[src/cct_defines.vh]
// cct_defines.vh: register map, bit positions and reset values of the capture/compare timer
// assumes: included by bare name from every timer design file
`ifndef CCT_DEFINES_VH
`define CCT_DEFINES_VH

`define CCT_AW            8
`define CCT_DW            8

`define CCT_A_CTRL        8'h12
`define CCT_A_FLAGS       8'h13
`define CCT_A_CAP_HI      8'h14
`define CCT_A_CAP_LO      8'h15
`define CCT_A_CMP_HI      8'h16
`define CCT_A_CMP_LO      8'h17
`define CCT_A_CNT_HI      8'h18
`define CCT_A_CNT_LO      8'h19
`define CCT_A_ALT_HI      8'h1A
`define CCT_A_ALT_LO      8'h1B

`define CCT_B_CAP_IE      7
`define CCT_B_CMP_IE      6
`define CCT_B_OVF_IE      5
`define CCT_B_EDGE        1
`define CCT_B_LEVEL       0

`define CCT_B_CAP_F       7
`define CCT_B_CMP_F       6
`define CCT_B_OVF_F       5

`define CCT_CNT_W         16
`define CCT_PRE_W         2
`define CCT_PRE_LAST      2'h3
`define CCT_CNT_RST       16'hFFFC
`define CCT_CNT_ONE       16'h0001
`define CCT_CNT_ZERO      16'h0000
`define CCT_PRE_ONE       2'h1
`define CCT_PRE_RST       2'h0
`define CCT_BYTE_ZERO     8'h00

`endif

[src/cct_count.v]
// cct_count.v: fixed divide-by-4 prescaler feeding the 16-bit free-running counter
// assumes: one clock, asynchronous active-low reset; nothing outside can load or pause it
`timescale 1ns/10ps
`include "cct_defines.vh"

module cct_count
(
    input  wire                  clk_i,
    input  wire                  nrst_i,
    output reg  [`CCT_CNT_W-1:0] count_o,
    output reg                   step_o
);

    reg [`CCT_PRE_W-1:0] presc;

    // no load or hold input exists, so software reads cannot disturb the sequence
    always @(posedge clk_i or negedge nrst_i)
    begin
        if (!nrst_i)
        begin
            presc   <= `CCT_PRE_RST;
            count_o <= `CCT_CNT_RST;
            step_o  <= 1'b0;
        end
        else
        begin
            presc  <= presc + `CCT_PRE_ONE;
            step_o <= (presc == `CCT_PRE_LAST);
            if (presc == `CCT_PRE_LAST)
            begin
                count_o <= count_o + `CCT_CNT_ONE;
            end
        end
    end

endmodule

[src/cct_timer.v]
// cct_timer.v: 16-bit capture/compare timer with byte-wide register port
// assumes: synchronous pin input, single clock, bus master never issues rd_i and wr_i together
//
// Implementation choice: the plain strobed port.
`timescale 1ns/10ps
`include "cct_defines.vh"

module cct_timer
(
    input  wire                  clk_i,
    input  wire                  nrst_i,
    input  wire [`CCT_AW-1:0]    addr_i,
    input  wire [`CCT_DW-1:0]    wdata_i,
    input  wire                  wr_i,
    input  wire                  rd_i,
    output reg  [`CCT_DW-1:0]    rdata_o,
    input  wire                  capture_input_pin_i,
    output reg                   compare_output_pin_o,
    output wire                  irq_o
);

    function hit;
        input [`CCT_AW-1:0] a;
        input [`CCT_AW-1:0] sel;
        input               strobe;
        begin
            hit = strobe && (a == sel);
        end
    endfunction

    wire [`CCT_CNT_W-1:0] count;
    wire                  step;

    cct_count u_count
    (
        .clk_i   (clk_i),
        .nrst_i  (nrst_i),
        .count_o (count),
        .step_o  (step)
    );

    // control bits
    reg                   capture_irq_enable;
    reg                   compare_irq_enable;
    reg                   overflow_irq_enable;
    reg                   match_output_level;
    reg                   capture_edge_select;

    // flags and values that reset leaves alone
    reg                   capture_flag;
    reg                   compare_flag;
    reg                   overflow_flag;
    reg  [`CCT_CNT_W-1:0] capture_value;
    reg  [`CCT_CNT_W-1:0] compare_value;
    reg                   pin_prev;

    // sequence state
    reg                   cap_armed;
    reg                   cmp_armed;
    reg                   ovf_armed;
    reg                   cap_block;
    reg                   cmp_block;
    reg                   cnt_held;
    reg  [`CCT_DW-1:0]    cnt_lo_hold;
    reg                   alt_held;
    reg  [`CCT_DW-1:0]    alt_lo_hold;

    wire wr_ctrl   = hit(addr_i, `CCT_A_CTRL, wr_i);
    wire rd_flags  = hit(addr_i, `CCT_A_FLAGS, rd_i);
    wire rd_cap_hi = hit(addr_i, `CCT_A_CAP_HI, rd_i);
    wire rd_cap_lo = hit(addr_i, `CCT_A_CAP_LO, rd_i);
    wire rd_cmp_lo = hit(addr_i, `CCT_A_CMP_LO, rd_i);
    wire wr_cmp_hi = hit(addr_i, `CCT_A_CMP_HI, wr_i);
    wire wr_cmp_lo = hit(addr_i, `CCT_A_CMP_LO, wr_i);
    wire rd_cnt_hi = hit(addr_i, `CCT_A_CNT_HI, rd_i);
    wire rd_cnt_lo = hit(addr_i, `CCT_A_CNT_LO, rd_i);
    wire rd_alt_hi = hit(addr_i, `CCT_A_ALT_HI, rd_i);
    wire rd_alt_lo = hit(addr_i, `CCT_A_ALT_LO, rd_i);

    // pin is taken as synchronous; one stage of history is enough for edges
    wire cap_edge = capture_edge_select ? (capture_input_pin_i && !pin_prev)
                                        : (!capture_input_pin_i && pin_prev);

    // count only changes on step, so the match is tested once per four clocks
    wire cmp_match = step && (count == compare_value) && !cmp_block;
    wire ovf_wrap  = step && (count == `CCT_CNT_ZERO);

    wire clr_cap = rd_cap_lo && cap_armed;
    wire clr_cmp = (rd_cmp_lo || wr_cmp_lo) && cmp_armed;
    wire clr_ovf = rd_cnt_lo && ovf_armed;

    wire [`CCT_DW-1:0] ctrl_view;
    wire [`CCT_DW-1:0] flags_view;

    assign ctrl_view = {capture_irq_enable, compare_irq_enable, overflow_irq_enable,
                        3'h0, capture_edge_select, match_output_level};
    assign flags_view = {capture_flag, compare_flag, overflow_flag, 5'h00};

    assign irq_o = (capture_flag && capture_irq_enable)
                 || (compare_flag && compare_irq_enable)
                 || (overflow_flag && overflow_irq_enable);

    // control bits that reset clears
    always @(posedge clk_i or negedge nrst_i)
    begin
        if (!nrst_i)
        begin
            capture_irq_enable  <= 1'b0;
            compare_irq_enable  <= 1'b0;
            overflow_irq_enable <= 1'b0;
            match_output_level  <= 1'b0;
        end
        else if (wr_ctrl)
        begin
            capture_irq_enable  <= wdata_i[`CCT_B_CAP_IE];
            compare_irq_enable  <= wdata_i[`CCT_B_CMP_IE];
            overflow_irq_enable <= wdata_i[`CCT_B_OVF_IE];
            match_output_level  <= wdata_i[`CCT_B_LEVEL];
        end
    end

    // no reset here: edge select, flags and value registers survive reset;
    // after power-up they are unknown until software or an event sets them
    always @(posedge clk_i)
    begin
        pin_prev <= capture_input_pin_i;
        if (wr_ctrl)
        begin
            capture_edge_select <= wdata_i[`CCT_B_EDGE];
        end
        if (cap_edge && !cap_block)
        begin
            capture_value <= count;
        end
        if (wr_cmp_hi)
        begin
            compare_value[15:8] <= wdata_i;
        end
        if (wr_cmp_lo)
        begin
            compare_value[7:0] <= wdata_i;
        end
        // a set in the same cycle as a clear wins; status writes are ignored
        if (cap_edge)
        begin
            capture_flag <= 1'b1;
        end
        else if (clr_cap)
        begin
            capture_flag <= 1'b0;
        end
        if (cmp_match)
        begin
            compare_flag <= 1'b1;
        end
        else if (clr_cmp)
        begin
            compare_flag <= 1'b0;
        end
        if (ovf_wrap)
        begin
            overflow_flag <= 1'b1;
        end
        else if (clr_ovf)
        begin
            overflow_flag <= 1'b0;
        end
    end

    // compare pin: low from reset, then follows the level bit on each match
    always @(posedge clk_i or negedge nrst_i)
    begin
        if (!nrst_i)
        begin
            compare_output_pin_o <= 1'b0;
        end
        else if (cmp_match)
        begin
            compare_output_pin_o <= match_output_level;
        end
    end

    // clear sequences: a status read arms only the flags it saw set
    always @(posedge clk_i or negedge nrst_i)
    begin
        if (!nrst_i)
        begin
            cap_armed <= 1'b0;
            cmp_armed <= 1'b0;
            ovf_armed <= 1'b0;
        end
        else if (rd_flags)
        begin
            cap_armed <= capture_flag;
            cmp_armed <= compare_flag;
            ovf_armed <= overflow_flag;
        end
        else
        begin
            if (rd_cap_lo)
            begin
                cap_armed <= 1'b0;
            end
            if (rd_cmp_lo || wr_cmp_lo)
            begin
                cmp_armed <= 1'b0;
            end
            if (rd_cnt_lo)
            begin
                ovf_armed <= 1'b0;
            end
        end
    end

    // high-then-low latches and inhibits
    always @(posedge clk_i or negedge nrst_i)
    begin
        if (!nrst_i)
        begin
            cap_block   <= 1'b0;
            cmp_block   <= 1'b0;
            cnt_held    <= 1'b0;
            alt_held    <= 1'b0;
            cnt_lo_hold <= `CCT_BYTE_ZERO;
            alt_lo_hold <= `CCT_BYTE_ZERO;
        end
        else
        begin
            if (rd_cap_hi)
            begin
                cap_block <= 1'b1;
            end
            else if (rd_cap_lo)
            begin
                cap_block <= 1'b0;
            end
            if (wr_cmp_hi)
            begin
                cmp_block <= 1'b1;
            end
            else if (wr_cmp_lo)
            begin
                cmp_block <= 1'b0;
            end
            if (rd_cnt_hi)
            begin
                cnt_held    <= 1'b1;
                cnt_lo_hold <= count[7:0];
            end
            else if (rd_cnt_lo)
            begin
                cnt_held <= 1'b0;
            end
            if (rd_alt_hi)
            begin
                alt_held    <= 1'b1;
                alt_lo_hold <= count[7:0];
            end
            else if (rd_alt_lo)
            begin
                alt_held <= 1'b0;
            end
        end
    end

    // read data stand only in the cycle after the strobe; unmapped reads give zero
    always @(posedge clk_i or negedge nrst_i)
    begin
        if (!nrst_i)
        begin
            rdata_o <= `CCT_BYTE_ZERO;
        end
        else if (!rd_i)
        begin
            rdata_o <= `CCT_BYTE_ZERO;
        end
        else
        begin
            case (addr_i)
                `CCT_A_CTRL:   rdata_o <= ctrl_view;
                `CCT_A_FLAGS:  rdata_o <= flags_view;
                `CCT_A_CAP_HI: rdata_o <= capture_value[15:8];
                `CCT_A_CAP_LO: rdata_o <= capture_value[7:0];
                `CCT_A_CMP_HI: rdata_o <= compare_value[15:8];
                `CCT_A_CMP_LO: rdata_o <= compare_value[7:0];
                `CCT_A_CNT_HI: rdata_o <= count[15:8];
                `CCT_A_CNT_LO: rdata_o <= cnt_held ? cnt_lo_hold : count[7:0];
                `CCT_A_ALT_HI: rdata_o <= count[15:8];
                `CCT_A_ALT_LO: rdata_o <= alt_held ? alt_lo_hold : count[7:0];
                default:       rdata_o <= `CCT_BYTE_ZERO;
            endcase
        end
    end

endmodule

[config.mk]
export PLATFORM = sky130hd
export DESIGN_NAME = cct_timer
export DESIGN_NICKNAME = d
export VERILOG_FILES = /design/src/cct_count.v /design/src/cct_timer.v
export VERILOG_INCLUDE_DIRS = /design/src
export SDC_FILE = /design/constraint.sdc
export NUM_CORES = 1
export LEC_CHECK = 0
export BUFFER_PORTS_ARGS = -buffer_cell sky130_fd_sc_hd__buf_2
export CAP_MARGIN = 20
export CORE_MARGIN = 2
export CORE_UTILIZATION = 35
export CTS_CLUSTER_SIZE = 25
export DETAILED_ROUTE_END_ITERATION = 10
export MAX_ROUTING_LAYER = met4
export SETUP_SLACK_MARGIN = 0.1
export SYNTH_ARGS = -nofsm -noshare
export SYNTH_HDL_FRONTEND = slang
export SYNTH_HIERARCHICAL = 1
export SYNTH_SLANG_ARGS = --single-unit
[constraint.sdc]
create_clock -name clk_i -period 2.2 [get_ports clk_i]
set_input_delay 0.33 -clock clk_i [delete_from_list [all_inputs] [get_ports clk_i]]
set_output_delay 0.33 -clock clk_i [all_outputs]
set_load 0.03 [all_outputs]
**After elaboration in Yosys (flattened, before gate mapping)**

Cells that the tools add are included.

- Reduce and logical (&&, ||, !) cells: 39
- Equal/unequal tests: 12
- Add/sub/neg operators: 2
- Multiplexer cells: 17

Operators by type and width:

| kind | count |
|---|---|
| $eq A8 B5 Y1 const B | 10 |
| $pmux W8 S9 | 1 |
| $mux W8 | 3 |
| $logic_and A1 B1 Y1 | 23 |
| $add A16 B1 Y16 const B | 1 |
| $eq A16 B16 Y1 | 1 |
| $logic_not A16 Y1 | 1 |
| $reduce_bool A2 Y1 | 7 |
| $mux W1 | 13 |
| $logic_not A1 Y1 | 4 |
| $logic_or A1 B1 Y1 | 3 |
| $add A2 B1 Y2 const B | 1 |
| $eq A2 B2 Y1 const B | 1 |
| $reduce_or A2 Y1 | 1 |

- Bits in registers: 92
- Output and inout port bits: 10
- Logic and storage cells: 96

**Longest topological paths before layout**

- Word-level depth: 5
- Mapped depth: 7
- Depth with buffers taken out: 5

**Cells and area by module**

The synthesis kept the hierarchy.

By module, submodules not included:

| module | instances | seq. area each (µm²) | cells each | area each (µm²) |
|---|---|---|---|---|
| cct_timer | 1 | 1971.9 | 271 | 3540.9 |
| cct_count | 1 | 493.0 | 67 | 892.1 |

**Worst setup path after synthesis**

Ideal clock, no wire load.

- Kind: input-to-reg
- Start: in addr_i[5]
- End: reg compare_value[10] (enable)
- Data required time: 1.826 ns
- Path slack: -0.130 ns
- Arrival time: 1.956 ns
- Cell stages on the path: 5
- Cells stage by stage: or4b_1 > clkbuf_2 > nor3b_2 > nand3_1 > nor2_1

- Cells in the longest elaborated chain, start to end: 2

Ends and longest elaborated chain:

| what | RTL line | RTL |
|---|---|---|
| start: declaration | cct_timer.v:12 | `` input wire [`CCT_AW-1:0] addr_i, `` |
| $eq A8 B5 Y1 | cct_timer.v:27 | `hit = strobe && (a == sel);` |
| $logic_and A1 B1 Y1 | cct_timer.v:27 |  |
| net wr_cmp_hi | cct_timer.v:73 | `` wire wr_cmp_hi = hit(addr_i, `CCT_A_CMP_HI, wr_i); `` |
| end signal: assignment | cct_timer.v:137 | `compare_value[15:8] <= wdata_i;` |
| end: declaration | cct_timer.v:54 | `` reg [`CCT_CNT_W-1:0] compare_value; `` |

The timed path passes the listed nets, and every way through them passes these cells.
A chain may end at the register's enable or synchronous reset.

**Worst setup path in the final report**

- Start: in addr_i[5]
- End: reg overflow_irq_enable

- Cells in the longest elaborated chain, start to end: 2

Ends and longest elaborated chain:

| what | RTL line | RTL |
|---|---|---|
| $eq A8 B5 Y1 | cct_timer.v:27 |  |
| $logic_and A1 B1 Y1 | cct_timer.v:27 |  |
| net wr_ctrl | cct_timer.v:68 | `` wire wr_ctrl = hit(addr_i, `CCT_A_CTRL, wr_i); `` |
| end signal: assignment | cct_timer.v:117 | `` overflow_irq_enable <= wdata_i[`CCT_B_OVF_IE]; `` |
| end: declaration | cct_timer.v:45 | `reg overflow_irq_enable;` |

The timed path passes the listed nets, and every way through them passes these cells.

==> metrics.md <==
| Metric | Value |
|---|---|
| Power after layout | `~0.0035 W` |
| Chip width | `roughly 120 um` |
| MaxCap Viol Count | `0` |
| Core Area | `12500 um^2` |
| Synth warn | `6` |
| Routed Antenna Nets | `0` |
| # DRC | `0` |
| Post-synthesis sequential area ratio | `55.6%` |
| WL per Instance | `18.0 um` |
| CTS tree | `yes` |
| Post_cts resized | `0` |
| Top-count cell post-synth | `dfrtp_1` |
| Max Freq | `0.530 GHz` |
| Most frequent cells after synthesis | `41 x dfrtp_1, 33 x edfxtp_1, 33 x mux2_2` |
| Multi-input gate area | `1880 um^2` |
| Number of synthesized register bits | `between 90 and 100` |
| CP Class | `in2reg` |
| Total number of vias | `around 2900` |
| Rows | `a little over 40` |
| Area of the die | `13600 um^2` |
| Hold buffer count at CTS | `0` |
| CTS Buffer Depth | `2` |
| Die span in y | `about 120 um` |
| Share of cells above drive strength 1 | `33.8%` |
| RSZ-0062 raised after global routing | `false` |
| Leak pwr | `between 2 and 2.5 nW` |
| Top cells by area, synth | `dfrtp_1 23%, edfxtp_1 22%, mux2_2 8.4%, dfstp_2 8.3%, mux2i_1 4.7%` |
| Initial antenna violation count | `0` |
| PwrDens | `a little under 700 nW/um^2` |
| Area occupied by registers | `2460 um^2` |
| Final Hold Viols | `0` |
| Final net count | `409` |
| Pre-CTS setup slack | `-0.0655 ns` |
| Tcrit/Tclk final | `85.8%` |
| Filler cell count | `1194` |
| CTS HTree Levels | `3` |
| TritonCTS Buffers | `9` |
| Initial detailed-routing violation count | `~280` |
| Clock period minus worst slack | `1.89 ns` |
| Total gr overflow | `0` |
| Clock-pin slew on the worst setup and hold paths | `0.06 ns` |
| Max-slew violations | `0` |
| Synth area leader | `dfrtp_1` |
| Delay-heaviest family, CP | `simple AND/OR/NAND/NOR gates` |
| CTS Sinks | `92` |
| WP data arrival | `2.12 ns` |
| Post-CTS setup buffer count | `0` |
| Top-area cell type share of the netlist area | `23.1%` |
| CP Cell Sequence | `buf_2 -> or4b_1 -> or2_4 -> nor3_4 -> mux2_2` |
| Synth Instances | `338` |
| Hold WC Path Type | `in2async` |
| Initial core utilization | `35.4%` |
| Largest fanout on the critical path | `5` |
| Worst Max-Slew Pin Slew | `~0.71 ns` |
| Crit end category | `register` |
| Routed vias/inst | `5.13` |
| Post-synth top flop | `dfrtp_1` |
| Status | `finished clean` |
| Max_slew headroom | `52.4%` |
| Gr usage total | `16.8%` |
| PnR worst setup slack | `0.312 ns` |
| Final core utilization | `41.6%` |
| # setup viols final | `0` |
| Largest net degree at the start of global routing | `56` |
| Io pins | `31` |
| Ys async rst share | `about three fifths` |
| CP Launch Type | `primary input` |
| Slowest cell on crit path | `or4b_1` |
| EDFF count, synth | `33` |
| Dpl hpwl | `roughly 7400 um` |
| Mapped Avg Cell Area | `about 13 um^2` |
| Root buf cell | `clkbuf_16` |
| Largest stage delay, worst path | `0.68 ns` |
| Layout area overhead | `17.6%` |
| Number of port buffers | `30` |
| Synth Net Count | `361` |
| Worst path required time | `2.43 ns` |
| Post-Syn Area | `approximately 4400 um^2` |
| Maximum VDD drop | `0.414 mV` |
| First-pass GRT wire length | `16300 um` |
| Latest clock arrival within the worst-skew pair | `0.35 ns` |
| Count of different cell masters after synthesis | `51` |
| N_diodes | `0` |
| Critical path buffers and inverters | `1` |
| Vias in the first global route | `2936` |
| DRT Pass-1 Iters | `4` |
| Worst Clk Skew | `roughly 0.0086 ns` |
| GPL Wtd Cong | `0.847` |
| Drt total wl | `slightly above 10000 um` |
[through the flow]
step | hold WS [ns] | cells | TNS (ns) | cell area (um^2)
after floorplan | 0.0344 | 338 | 0 | 4450
after global placement | 0.411 | 547 | 0 | 4920
after detailed placement | 0.425 | 547 | -0.394 | 4920
after CTS | 0.0967 | 563 | 0 | 5210
after global routing | 0.111 | 563 | 0 | 5210
final | 0.105 | 563 | 0 | 5210
[power breakdown]
group | internal [W] | leakage (nW) | switching [W]
combinational | 0.0000841 | 0.997 | 0.000113
clock | 0.000873 | 0.140 | 0.000630
sequential | 0.00180 | 1.08 | 0.0000237
[final timing paths]
check / startpoint / to / slack, ns / cells after the start
min: nrst_i / u_count/step_o / 0.11 / 2
min in group clk_i: capture_input_pin_i / pin_prev / 0.11 / 1
max in group asynchronous: nrst_i / compare_output_pin_o / 1.60 / 2
max: addr_i[5] / overflow_irq_enable / 0.31 / 5
max reg2reg: u_count/count_o[2] / compare_output_pin_o / 0.34 / 5
min reg2reg: u_count/presc[0] / u_count/presc[0] / 0.43 / 1
[layout by cell type (no fill, tap or decap), types with 14 or more instances in the layout]
| cell | netlist | final |
|---|---|---|
| dfstp_2 | 14 | 14 |
| xor2_1 | 22 | 22 |
| nand2_1 | 24 | 24 |
| buf_2 | 2 | 30 |
| dfrtp_1 | 41 | 41 |
| mux2i_1 | 21 | 21 |
| mux2_2 | 33 | 33 |
| buf_4 | 0 | 19 |
| nor2_1 | 16 | 15 |
| edfxtp_1 | 33 | 33 |
[registers in the layout (all words and copies together), names as in the netlist, 2 cells and up]
signal,cells
cnt_lo_hold,8
rdata_o,8
capture_value,16
compare_value,16
u_count/count_o,16
u_count/presc,2
alt_lo_hold,8
[layer usage]
| metal | vias to the layer above | part of all wire [%] | GRT usage [%] |
|---|---|---|---|
| li1 | 1352 | - | - |
| met1 | 1446 | 47 | 22.8 |
| met2 | 72 | 47 | 24.9 |
| met3 | 19 | 4.0 | 3.17 |
| met4 | 0 | 2.2 | 7.14 |
| met5 | - | 0 | - |
[cell families (layout without fill, tap and decap cells)]
logic type / count (synthesis) / in the layout / share of synthesized area, %
buffers and inverters: 22 / 75 / 2.29
muxes: 60 / 60 / 16.2
xor gates and xnor gates: 31 / 31 / 6.12
adders and majority gates: 2 / 2 / 0.564
AOI/OAI and AO/OA: 40 / 40 / 5.90
DFF: 92 / 92 / 55.6
and+or+nand+nor: 91 / 91 / 13.4
[area by class of cell]
class | count | area share, %
inverters | 8 | 0.576
well taps | 172 | 4.13
flip-flops and latches | 92 | 47.3
multi-input cells | 224 | 36.1
clock buffers | 15 | 5.40
clock inverters | 1 | 0.144
repair buffers | 51 | 6.39
No activity file was read; power rests on OpenSTA's default activity.
